`src/inc/edl_pkg.sv`:
```
// Layout constants and carrier types for the descriptor layout loader
package edl_pkg;
  // Programmed-indicator byte expected at address zero
  localparam logic [7:0] PROG_MARK = 8'hA5;
  // Byte addresses of the header fields
  localparam logic [4:0] HDR_MARK = 5'h00;
  localparam logic [4:0] HDR_MAC = 5'h01;
  localparam logic [4:0] HDR_FS_POLL = 5'h07;
  localparam logic [4:0] HDR_HS_POLL = 5'h08;
  localparam logic [4:0] HDR_FLAGS = 5'h09;
  localparam logic [4:0] HDR_LANG = 5'h0A;
  localparam logic [4:0] HDR_STR_MFR = 5'h0C;
  localparam logic [4:0] HDR_STR_PROD = 5'h0E;
  localparam logic [4:0] HDR_STR_SER = 5'h10;
  localparam logic [4:0] HDR_STR_CFG = 5'h12;
  localparam logic [4:0] HDR_STR_INTF = 5'h14;
  localparam logic [4:0] HDR_HS_DEV = 5'h16;
  localparam logic [4:0] HDR_HS_CFG = 5'h18;
  localparam logic [4:0] HDR_FS_DEV = 5'h1A;
  localparam logic [4:0] HDR_FS_CFG = 5'h1C;
  localparam logic [4:0] HDR_LAST = 5'h1D;
  localparam int HDR_BYTES = 30;
  // Bit positions inside the configuration flags byte
  localparam int FLAG_SELF_PWR_BIT = 1;
  localparam int FLAG_RWAKE_BIT = 2;

  typedef enum logic [2:0] {
    SEL_DEV = 3'h0,
    SEL_CFG = 3'h1,
    SEL_STR_MFR = 3'h2,
    SEL_STR_PROD = 3'h3,
    SEL_STR_SER = 3'h4,
    SEL_STR_CFG = 3'h5,
    SEL_STR_INTF = 3'h6
  } edl_sel_t;

  typedef enum logic [3:0] {
    ST_FETCH = 4'b0001,
    ST_READY = 4'b0010,
    ST_DESC = 4'b0100,
    ST_FAIL = 4'b1000
  } edl_state_t;

  typedef struct packed {
    logic [47:0] mac;
    logic [7:0] fs_poll;
    logic [7:0] hs_poll;
    logic [7:0] flags;
    logic bus_powered;
    logic remote_wakeup;
    logic [15:0] lang_id;
  } edl_cfg_t;

  typedef struct packed {
    edl_sel_t sel;
    logic hs;
    logic [7:0] idx;
  } edl_req_t;
endpackage

```
`src/hdl/edl_loader.sv`:
```
// Descriptor layout loader: header load after reset and descriptor fetch
//
// Functional notes
// - Byte at address zero not A5h: EEPROM absent, load abandoned.
// - Bytes 01h to 06h, ascending, form the station MAC address.
// - Byte 07h is full-speed, 08h hi-speed interrupt polling interval.
// - Byte 09h holds bus-powered and remote-wakeup configuration flags.
// - Language ID from bytes 0Ah and 0Bh, lower address is low byte.
// - Manufacturer string length at 0Ch, word offset at 0Dh.
// - Product string length at 0Eh, word offset at 0Fh.
// - Serial number string length at 10h, word offset at 11h.
// - Every word offset is doubled into a byte address before fetching.
// - Configuration string length 12h, offset 13h; zero length means absent.
// - Interface string length 14h, offset 15h; zero length means absent.
// - Hi-speed device descriptor length at 16h, word offset at 17h.
// - Hi-speed configuration plus interface descriptor at 18h and 19h.
// - Full-speed device descriptor length at 1Ah, word offset at 1Bh.
// - Full-speed configuration plus interface descriptor at 1Ch and 1Dh.
// - USB transceiver stays disconnected until the load has finished.
`timescale 1ns/1ns
`default_nettype none
module edl_loader (
  // Clock and reset
  input wire logic ref_clk_i,
  input wire logic sys_rst_i,
  // Byte read port toward the EEPROM command engine
  output logic ee_rd_req_o,
  output logic [8:0] ee_rd_addr_o,
  input wire logic ee_rd_ack_i,
  input wire logic [7:0] ee_rd_data_i,
  // Loaded configuration
  output edl_pkg::edl_cfg_t cfg_o,
  output logic cfg_valid_o,
  output logic load_done_o,
  output logic usb_connect_o,
  // Descriptor byte requests from the USB device core
  input wire logic desc_req_i,
  input wire edl_pkg::edl_req_t desc_i,
  output logic desc_ready_o,
  output logic desc_valid_o,
  output logic desc_err_o,
  output logic [7:0] desc_data_o,
  output logic [7:0] desc_len_o
);

  edl_pkg::edl_state_t state_ff;
  edl_pkg::edl_state_t nxt_state;
  logic [8:0] addr_ff;
  logic [8:0] nxt_addr;
  logic [7:0] hdr_ff [0:edl_pkg::HDR_BYTES-1];
  logic desc_valid_ff;
  logic desc_err_ff;
  logic [7:0] desc_data_ff;
  logic [7:0] desc_len_ff;

  // Decoded conditions
  wire in_fetch = (state_ff == edl_pkg::ST_FETCH);
  wire in_ready = (state_ff == edl_pkg::ST_READY);
  wire in_desc = (state_ff == edl_pkg::ST_DESC);
  wire in_fail = (state_ff == edl_pkg::ST_FAIL);
  wire fetch_ack = in_fetch && ee_rd_ack_i;
  wire at_mark = (addr_ff == {4'h0, edl_pkg::HDR_MARK});
  wire at_last = (addr_ff == {4'h0, edl_pkg::HDR_LAST});
  wire bad_mark = fetch_ack && at_mark && (ee_rd_data_i != edl_pkg::PROG_MARK);
  wire take_req = desc_req_i && (in_ready || in_fail);

  // Header slot of the requested descriptor; speed picks the copy
  wire [4:0] dev_base = desc_i.hs ? edl_pkg::HDR_HS_DEV : edl_pkg::HDR_FS_DEV;
  wire [4:0] cfg_base = desc_i.hs ? edl_pkg::HDR_HS_CFG : edl_pkg::HDR_FS_CFG;
  wire [4:0] sel_base =
    (desc_i.sel == edl_pkg::SEL_DEV) ? dev_base :
    (desc_i.sel == edl_pkg::SEL_CFG) ? cfg_base :
    (desc_i.sel == edl_pkg::SEL_STR_MFR) ? edl_pkg::HDR_STR_MFR :
    (desc_i.sel == edl_pkg::SEL_STR_PROD) ? edl_pkg::HDR_STR_PROD :
    (desc_i.sel == edl_pkg::SEL_STR_SER) ? edl_pkg::HDR_STR_SER :
    (desc_i.sel == edl_pkg::SEL_STR_CFG) ? edl_pkg::HDR_STR_CFG :
    edl_pkg::HDR_STR_INTF;
  wire [7:0] sel_len = hdr_ff[sel_base];
  wire [7:0] sel_off = hdr_ff[5'(sel_base + 5'h01)];
  // Zero length marks an absent descriptor, its offset is ignored
  wire sel_miss = in_fail || (sel_len == 8'h00) || (desc_i.idx >= sel_len);
  wire [8:0] sel_addr = 9'({sel_off, 1'b0} + {1'b0, desc_i.idx});

  // Header store, one slot per layout byte
  genvar gi;
  generate
    for (gi = 0; gi < edl_pkg::HDR_BYTES; gi++) begin : g_hdr
      always_ff @(posedge ref_clk_i) begin
        if (sys_rst_i) begin
          hdr_ff[gi] <= 8'h00;
        end else if (fetch_ack && (addr_ff == 9'(gi))) begin
          hdr_ff[gi] <= ee_rd_data_i;
        end
      end
    end
  endgenerate

  // Sequencer
  always_comb begin
    nxt_state = state_ff;
    nxt_addr = addr_ff;
    case (state_ff)
      edl_pkg::ST_FETCH: begin
        if (bad_mark) begin
          nxt_state = edl_pkg::ST_FAIL;
        end else if (fetch_ack && at_last) begin
          nxt_state = edl_pkg::ST_READY;
        end else if (fetch_ack) begin
          nxt_addr = 9'(addr_ff + 9'h001);
        end
      end
      edl_pkg::ST_READY: begin
        if (take_req && !sel_miss) begin
          nxt_state = edl_pkg::ST_DESC;
          nxt_addr = sel_addr;
        end
      end
      edl_pkg::ST_DESC: begin
        if (ee_rd_ack_i) begin
          nxt_state = edl_pkg::ST_READY;
        end
      end
      edl_pkg::ST_FAIL: begin
        nxt_state = edl_pkg::ST_FAIL;
      end
      default: begin
        nxt_state = edl_pkg::ST_FETCH;
        nxt_addr = 9'h000;
      end
    endcase
  end

  always_ff @(posedge ref_clk_i) begin
    if (sys_rst_i) begin
      state_ff <= edl_pkg::ST_FETCH;
      addr_ff <= 9'h000;
    end else begin
      state_ff <= nxt_state;
      addr_ff <= nxt_addr;
    end
  end

  // Answer path: one-cycle valid, data held until the next fetched byte
  always_ff @(posedge ref_clk_i) begin
    if (sys_rst_i) begin
      desc_valid_ff <= 1'b0;
      desc_err_ff <= 1'b0;
      desc_data_ff <= 8'h00;
      desc_len_ff <= 8'h00;
    end else begin
      desc_valid_ff <= (take_req && sel_miss) || (in_desc && ee_rd_ack_i);
      if (take_req) begin
        desc_err_ff <= sel_miss;
        desc_len_ff <= in_fail ? 8'h00 : sel_len;
      end
      if (in_desc && ee_rd_ack_i) begin
        desc_data_ff <= ee_rd_data_i;
      end
    end
  end

  // Configuration fields straight from the header store
  genvar mi;
  generate
    for (mi = 0; mi < 6; mi++) begin : g_mac
      assign cfg_o.mac[47-8*mi -: 8] = hdr_ff[5'(edl_pkg::HDR_MAC + 5'(mi))];
    end
  endgenerate
  assign cfg_o.fs_poll = hdr_ff[edl_pkg::HDR_FS_POLL];
  assign cfg_o.hs_poll = hdr_ff[edl_pkg::HDR_HS_POLL];
  assign cfg_o.flags = hdr_ff[edl_pkg::HDR_FLAGS];
  assign cfg_o.bus_powered = !hdr_ff[edl_pkg::HDR_FLAGS][edl_pkg::FLAG_SELF_PWR_BIT];
  assign cfg_o.remote_wakeup = hdr_ff[edl_pkg::HDR_FLAGS][edl_pkg::FLAG_RWAKE_BIT];
  assign cfg_o.lang_id = {hdr_ff[5'(edl_pkg::HDR_LANG + 5'h01)], hdr_ff[edl_pkg::HDR_LANG]};

  assign ee_rd_req_o = in_fetch || in_desc;
  assign ee_rd_addr_o = addr_ff;
  assign cfg_valid_o = in_ready || in_desc;
  assign load_done_o = !in_fetch;
  assign usb_connect_o = !in_fetch;
  assign desc_ready_o = in_ready || in_fail;
  assign desc_valid_o = desc_valid_ff;
  assign desc_err_o = desc_err_ff;
  assign desc_data_o = desc_data_ff;
  assign desc_len_o = desc_len_ff;
endmodule // edl_loader
`default_nettype wire

```
`config.mk`:
```
export PLATFORM = sky130hd
export DESIGN_NAME = edl_loader
export DESIGN_NICKNAME = d
export VERILOG_FILES = /design/src/inc/edl_pkg.sv /design/src/hdl/edl_loader.sv
export SDC_FILE = /design/constraint.sdc
export NUM_CORES = 1
export LEC_CHECK = 0
export ABC_CLOCK_PERIOD_IN_PS = 6300
export BUFFER_PORTS_ARGS = -buffer_cell sky130_fd_sc_hd__buf_2
export CAP_MARGIN = 10
export CORE_MARGIN = 4
export CORE_UTILIZATION = 60
export DETAILED_ROUTE_END_ITERATION = 8
export GPL_TIMING_DRIVEN = 0
export PLACE_DENSITY_LB_ADDON = 0.25
export SETUP_SLACK_MARGIN = 0.02
export SYNTH_ARGS = -nofsm -noshare
export SYNTH_HDL_FRONTEND = slang
export SYNTH_SLANG_ARGS = --single-unit
```
`constraint.sdc`:
```
create_clock -name ref_clk_i -period 6.3 [get_ports ref_clk_i]
set_clock_uncertainty 0.1 [all_clocks]
set_input_delay 0.63 -clock ref_clk_i [delete_from_list [all_inputs] [get_ports ref_clk_i]]
set_output_delay 0.63 -clock ref_clk_i [all_outputs]
set_load 0.005 [all_outputs]
```
==> flow_summary.toml, run 1 <==
[pwr]
p_leak_nw = 5.923
power_frac_seq_pct = 44.3
comb_power_share_pct = 18.3
p_sw_mw = 1.280
p_clk_share_pct = 37.4
vdd.ir_drop.worst_mv = 0.2953
swShare_pct = 28.11
power_density_nw_per_um2 = 307.8
power.total_mw = 4.554
intPower_mw = 3.274

[global_routing]
antenna_found_initial = 1
grt_max_degree = 16
grt_usage_pct = 29.86
grt_pass1_vias = 9379
grt_pass1_wl_um = 54540
grt_overflow = 0

[placement]
gp_congestion = 0.9420
io_buffers = 143
dpl.hpwl_um = 25340
dp_slack_ns = 1.026

[synth]
ys_types = 77
synth.net_count = 1091
synth_top_area_share_pct = 54.87
ys_ff_latch = 263
synth_seq_area_share_pct = 59.76
synthArstFlopShare_pct = 0
ys_warn_count = 0
synthFlopType = "edfxtp_1"
netlist_instances = 1047
mappedNetlistArea_um2 = 12700
synth_edf_count = 232
avgSynthCellArea_um2 = 12.13
synth_area_leaders = "edfxtp_1 55%, and2_1 11%, dfxtp_1 4.9%"
synth_largest_area_cell = "edfxtp_1"

[clock_network]
clk_pin_slew_ns = 0.06
cts_buffer_depth = 3
cts_buffers = 28
cts_tree = "done"
cts_sinks = 263
ctsResizeCount = 0
holdBufCountCts = 0
clk_latency_ns = 0.56
clockRootBuffer = "clkbuf_16"
cts_max_level = 1
post_cts_buffers = 0

[floorplanning]
die-area_um2 = 23550
io_pins = 146
rows = 52
core_um2 = 20490
start_util_pct = 61.95
die_w_um = 153.5
fp.dieH_um = 153.5

[status]
status = "finished clean"

[detailed_routing]
drt_iter0_markers = 1061
drc = 0
routed_wirelength_um = 35840
ant_nets = 0
viasPerCell = 6.193
via_count = 9445
drtPass1Iterations = 5
wl_per_cell_um = 23.50

[min_path]
hp-class = "in -> reg"

[sta]
finalSetupViolCount = 0
finalCritPeriodShare_pct = 75.81
fin_tns_setup_ns = 0
slew_headroom_pct = 10.91
fmax_ghz = 0.2094
worstMarginPinSlew_ns = 1.322
fin_crit_ns = 4.776
rsz0062_at_grt = "false"
final_hold_viol_count = 0
slew_violations = 0
postLayoutSetupSlackWorst_ns = 1.524

[final_layout]
diodes = 0
layout.area.seq_um2 = 7587
multi_input_area_um2 = 4681
layout-drive-gt1-share_pct = 20.48
fillers = 1471
area_growth_pct = 16.53
final_cell_mix = "232 x and2_1, 232 x edfxtp_1, 158 x buf_2"
nets = 1277

[critical_path]
crit_fanout = 10
crit_chain = "buf_6, buf_4, buf_4, buf_2, xor2_1, o21ai_2, buf_4, mux2i_1, nor2_1, a211oi_1, a21oi_1, mux2_2, ha_1, fa_1, a21o_1, a21oi_1, o21ai_0, a21oi_1, xor2_1, o32ai_1, o211ai_1, o21ai_0"
start_kind = "primary input"
end_kind = "flop"
slowest_delay_ns = 0.43
cp.required_ns = 6.63
cp.arrival_ns = 5.11
critPathKind = "in -> reg"
crit_path_top_delay_cell = "fa_1"

[job]
maxCapViolations = 0
-- cells in the mapped netlist, types with 3 or more instances --
library cell	instances
a211oi_1	16
nand2b_1	9
mux4_2	7
mux2_2	8
xnor2_1	7
nor2b_1	9
o211ai_1	5
and3_1	4
a21o_1	4
a221o_1	4
nor4_1	5
xor2_1	3
a32o_1	6
o22ai_1	9
nand2_1	35
and2_1	232
a22oi_1	8
o221ai_1	8
inv_1	23
nand3b_1	3
clkbuf_1	47
buf_6	4
a21oi_1	39
nand3_1	15
edfxtp_1	232
nor4bb_1	5
buf_4	7
nor2_1	74
nor3_1	15
buf_1	4
mux2i_1	38
dfxtp_1	31
a221oi_1	6
o21ai_0	41
buf_2	9
o32a_1	6
ha_1	19
-- metal layers --
| layer | track usage, % | share of wire (%) | vias to the layer above |
|---|---|---|---|
| met5 | 0 | 0 | - |
| met4 | 11.14 | 4.7 | 0 |
| met3 | 7.860 | 11 | 122 |
| met2 | 48.49 | 47 | 620 |
| met1 | 39.03 | 38 | 4533 |
| li1 | - | - | 4170 |
-- path summary, 6_finish.rpt --
check	start	endpoint	slack [ns]	cells past startpoint
setup / recovery	desc_i[9]	ee_rd_addr_o[7]	1.52	22
hold / removal	ee_rd_data_i[3]	desc_data_o[3]	0.32	3
setup reg to reg	hdr_ff[26][0]	ee_rd_addr_o[2]	2.38	13
hold reg to reg	desc_err_o	desc_err_o	0.37	2
-- kinds of logic (layout without fill, tap and decap cells) --
family	Yosys count	in the layout	synth area share, %
AO/OA/AOI/OAI	177	177	9.648
multiplexers	54	54	5.154
XOR/XNOR	10	10	0.6899
AND/OR/NAND/NOR	427	427	19.35
adder cells (fa/ha/maj)	20	20	2.030
flip-flops	263	263	59.76
buffers and inverters	96	304	3.370
-- critical path, delay by kind of cell --
kind	cells	cell delay, ns
AO/OA/AOI/OAI	10	1.69
adder cells (fa/ha/maj)	2	0.65
buffers and inverters	5	1.20
AND/OR/NAND/NOR	1	0.07
multiplexers	2	0.52
XOR/XNOR	2	0.32
-- metrics by stage --
stage	area (um2)	util [%]	std cells	hold slack [ns]
after floorplan	12700	-	1047	0.3527
after global placement	13750	67.09	1460	0.3444
after detailed placement	13760	67.16	1462	0.3651
after CTS	14730	71.87	1514	0.3084
after global routing	14790	72.19	1525	0.3201
final	14790	72.19	1525	0.3163
-- cell type report --
class                   instances  share of cell area, %
flip-flops and latches        263                  51.29
well taps                     270                  2.283
multi-input cells             688                  31.64
clock inverters                13                  1.159
plain buffers                  71                  2.258
repair buffers                156                  5.379
clock buffers                  39                  5.362
inverters                      25                 0.6343
-- sequential cells by signal, indices dropped and copies added, names as in the netlist --
register      cells
desc_err_o        1
desc_valid_o      1
desc_len_o        8
desc_data_o       8
ee_rd_addr_o      9
hdr_ff          232
state_ff          4
-- power by group through the flow --
stage          Clock, mW  Combinational, mW  Sequential, mW
3_3_place_gp           0              0.788            2.05
3_5_place_dp           0              0.802            2.05
4_1_cts             1.70              0.807            2.02
6_report            1.70              0.835            2.02
2_1_floorplan          0              0.513            2.05
5_1_grt             1.78              0.894            2.02
No activity file was read; power rests on OpenSTA's default activity.
==> run 2, diff against run 1 <==
ABC_AREA = 1   (was default)
ABC_CLOCK_PERIOD_IN_PS = 4200   (was 6300)
CORE_UTILIZATION = 53   (was 60)
clock period = 4.2 ns   (was 6.3 ns; I/O delays follow)
==> run 2 against run 1 <==
Clock power is 41% higher. Die area increased by 9.9%. Largest cell class unchanged. Highest routed layer unchanged. Via count rose by 11%. Global-route usage decreased by 0.73 points.
==> flow_summary.toml, run 2 <==
[floorplanning]
io_pins = 146
fp.dieH_um = 160.9
rows = 55
start_util_pct = 54.21
die-area_um2 = 25880
die_w_um = 160.9
core_um2 = 22850

[critical_path]
critPathMostFrequentCell = "nand2_1"
crit_fanout = 10
r2r_setup_slack_ns = 0.81
reg2reg_to = "hdr_ff[14][2]"
cp.arrival_ns = 4.20
critPathKind = "in -> reg"
end_kind = "flop"
start_kind = "primary input"
reg2regPathDepth = 9
cp.required_ns = 4.54
slowest_delay_ns = 0.41
rr_startpoint = "state_ff[3]"
crit_path_top_delay_cell = "fa_1"

[final_layout]
layout-drive-gt1-share_pct = 16.49
area_growth_pct = 16.42
nets = 1533
largest_reg_flops = 232
final_cell_mix = "292 x nor2_1, 249 x nand2_1, 232 x edfxtp_1"
regMostFlops = "hdr_ff"
layout_commonest_cell = "nor2_1"
diodes = 0
finalInstanceArea_um2 = 14420

[sta]
finalCritPeriodShare_pct = 91.87
worstMarginPinSlew_ns = 1.185
final_hold_viol_count = 0
whs_ns = 0.07646
finalSetupViolCount = 0
rsz0062_at_grt = "false"
fin_crit_ns = 3.858
slew_headroom_pct = 20.16
slew_violations = 0
fmax_ghz = 0.2592

[min_path]
hold_start = "ee_rd_data_i[4]"
min_to = "desc_data_o[4]"
hp-class = "in -> reg"
whs_path_depth = 3

[synth]
synth_common_cells = "292 x nor2_1, 249 x nand2_1, 232 x edfxtp_1"
synthArstFlopShare_pct = 0
synth_most_common_cell = "nor2_1"
ys_types = 44
synth_largest_area_cell = "edfxtp_1"
synth_edf_count = 232
synth_area_leaders = "edfxtp_1 56%, nor2_1 8.9%, nand3_1 7.6%"
synth.net_count = 1354
netlist_instances = 1310
synth_top_area_share_pct = 56.25
ys_ff_latch = 263
ys_warn_count = 0
avgSynthCellArea_um2 = 9.454
synthFlopType = "edfxtp_1"
mappedNetlistArea_um2 = 12380
synth_seq_area_share_pct = 61.26

[global_routing]
antenna_found_initial = 0
grt_max_degree = 15
grt_usage_pct = 29.14
grt_overflow = 0
grt_pass1_vias = 10420
grt_pass1_wl_um = 58580

[detailed_routing]
viasPerCell = 5.743
ant_nets = 0
via_count = 10470
wl_per_cell_um = 21.02
routed_wirelength_um = 38320
drt_iter0_markers = 1170
drc = 0
drtPass1Iterations = 5

[pwr]
power_density_nw_per_um2 = 486.9
p_leak_nw = 6.133
power.total_mw = 7.020
vdd.ir_drop.worst_mv = 0.3472

[clock_network]
ctsResizeCount = 0
cts_buffers = 27
cts_sinks = 263
clk_latency_ns = 0.55
clk_pin_slew_ns = 0.06
cts_max_level = 1
post_cts_buffers = 0
cts_tree = "done"
clockRootBuffer = "clkbuf_16"
cts_buffer_depth = 3
holdBufCountCts = 0

[placement]
dpl_cell_area_um2 = 13520
io_buffers = 145
gp_congestion = 0.9773
dpl.hpwl_um = 27810

[status]
status = "finished clean"

[job]
maxCapViolations = 0
==> run 2: layer usage <==
layer	track usage, %	wire, um	vias up	share of wire (%)
met3	4.876	3033	126	7.9
met5	0	0	-	0
met1	36.83	14570	5017	38
met4	13.38	2029	0	5.3
met2	49.42	18690	521	49
li1	-	-	4805	-
==> run 2: through the flow <==
stage               std cells  setup TNS [ns]  util, %  setup WS, ns
floorplan                1310               0        -        0.4975
global placement         1768         -0.3750    59.10       -0.3632
detailed placement       1772         -0.5255    59.20       -0.4384
CTS                      1822               0    63.05        0.1306
global route             1823               0    63.11       0.07332
finish                   1823               0    63.11        0.3416
==> run 2: worst max-delay path, delay by kind of cell <==
kind                       cells  cell delay (ns)
and+or+nand+nor               13             1.31
xor gates and xnor gates       1             0.16
buffers and inverters          7             1.03
adders and majority gates      2             0.64
AOI/OAI and AO/OA              5             0.63
==> run 2: kinds of logic after synthesis <==
| logic type | Yosys count | synth area share (%) |
|---|---|---|
| simple gates | 761 | 26.13 |
| compound gates | 106 | 4.749 |
| xor+xnor | 3 | 0.2122 |
| mux | 7 | 0.5658 |
| buf+inv | 150 | 5.001 |
| fa+ha+maj | 20 | 2.081 |
| flops | 263 | 61.26 |
==> run 2: final cells by class <==
class                   count  area [um2]
repair buffers            152       763.2
fillers                  1980        8429
flip-flops and latches    263        7587
inverters                  71       266.5
well taps                 313       391.6
clock inverters            18       156.4
multi-input cells         897        4178
clock buffers              32       724.4
plain buffers              77       350.3
==> run 2: report_power, final <==
| group | internal, mW | switching, mW |
|---|---|---|
| registers | 3.01 | 0.115 |
| logic | 0.488 | 1.02 |
| clock network | 1.36 | 1.03 |
| total | 4.85 | 2.17 |
==> run 2: worst max path at each step <==
stage / cells after the start / end / from
finish: 28 / ee_rd_addr_o[7] / desc_i[11]
global route: 28 / ee_rd_addr_o[7] / desc_i[11]
CTS: 25 / ee_rd_addr_o[7] / desc_i[11]
detailed placement: 25 / ee_rd_addr_o[7] / desc_i[11]
global placement: 25 / ee_rd_addr_o[7] / desc_i[11]
floorplan: 24 / ee_rd_addr_o[7] / desc_i[11]
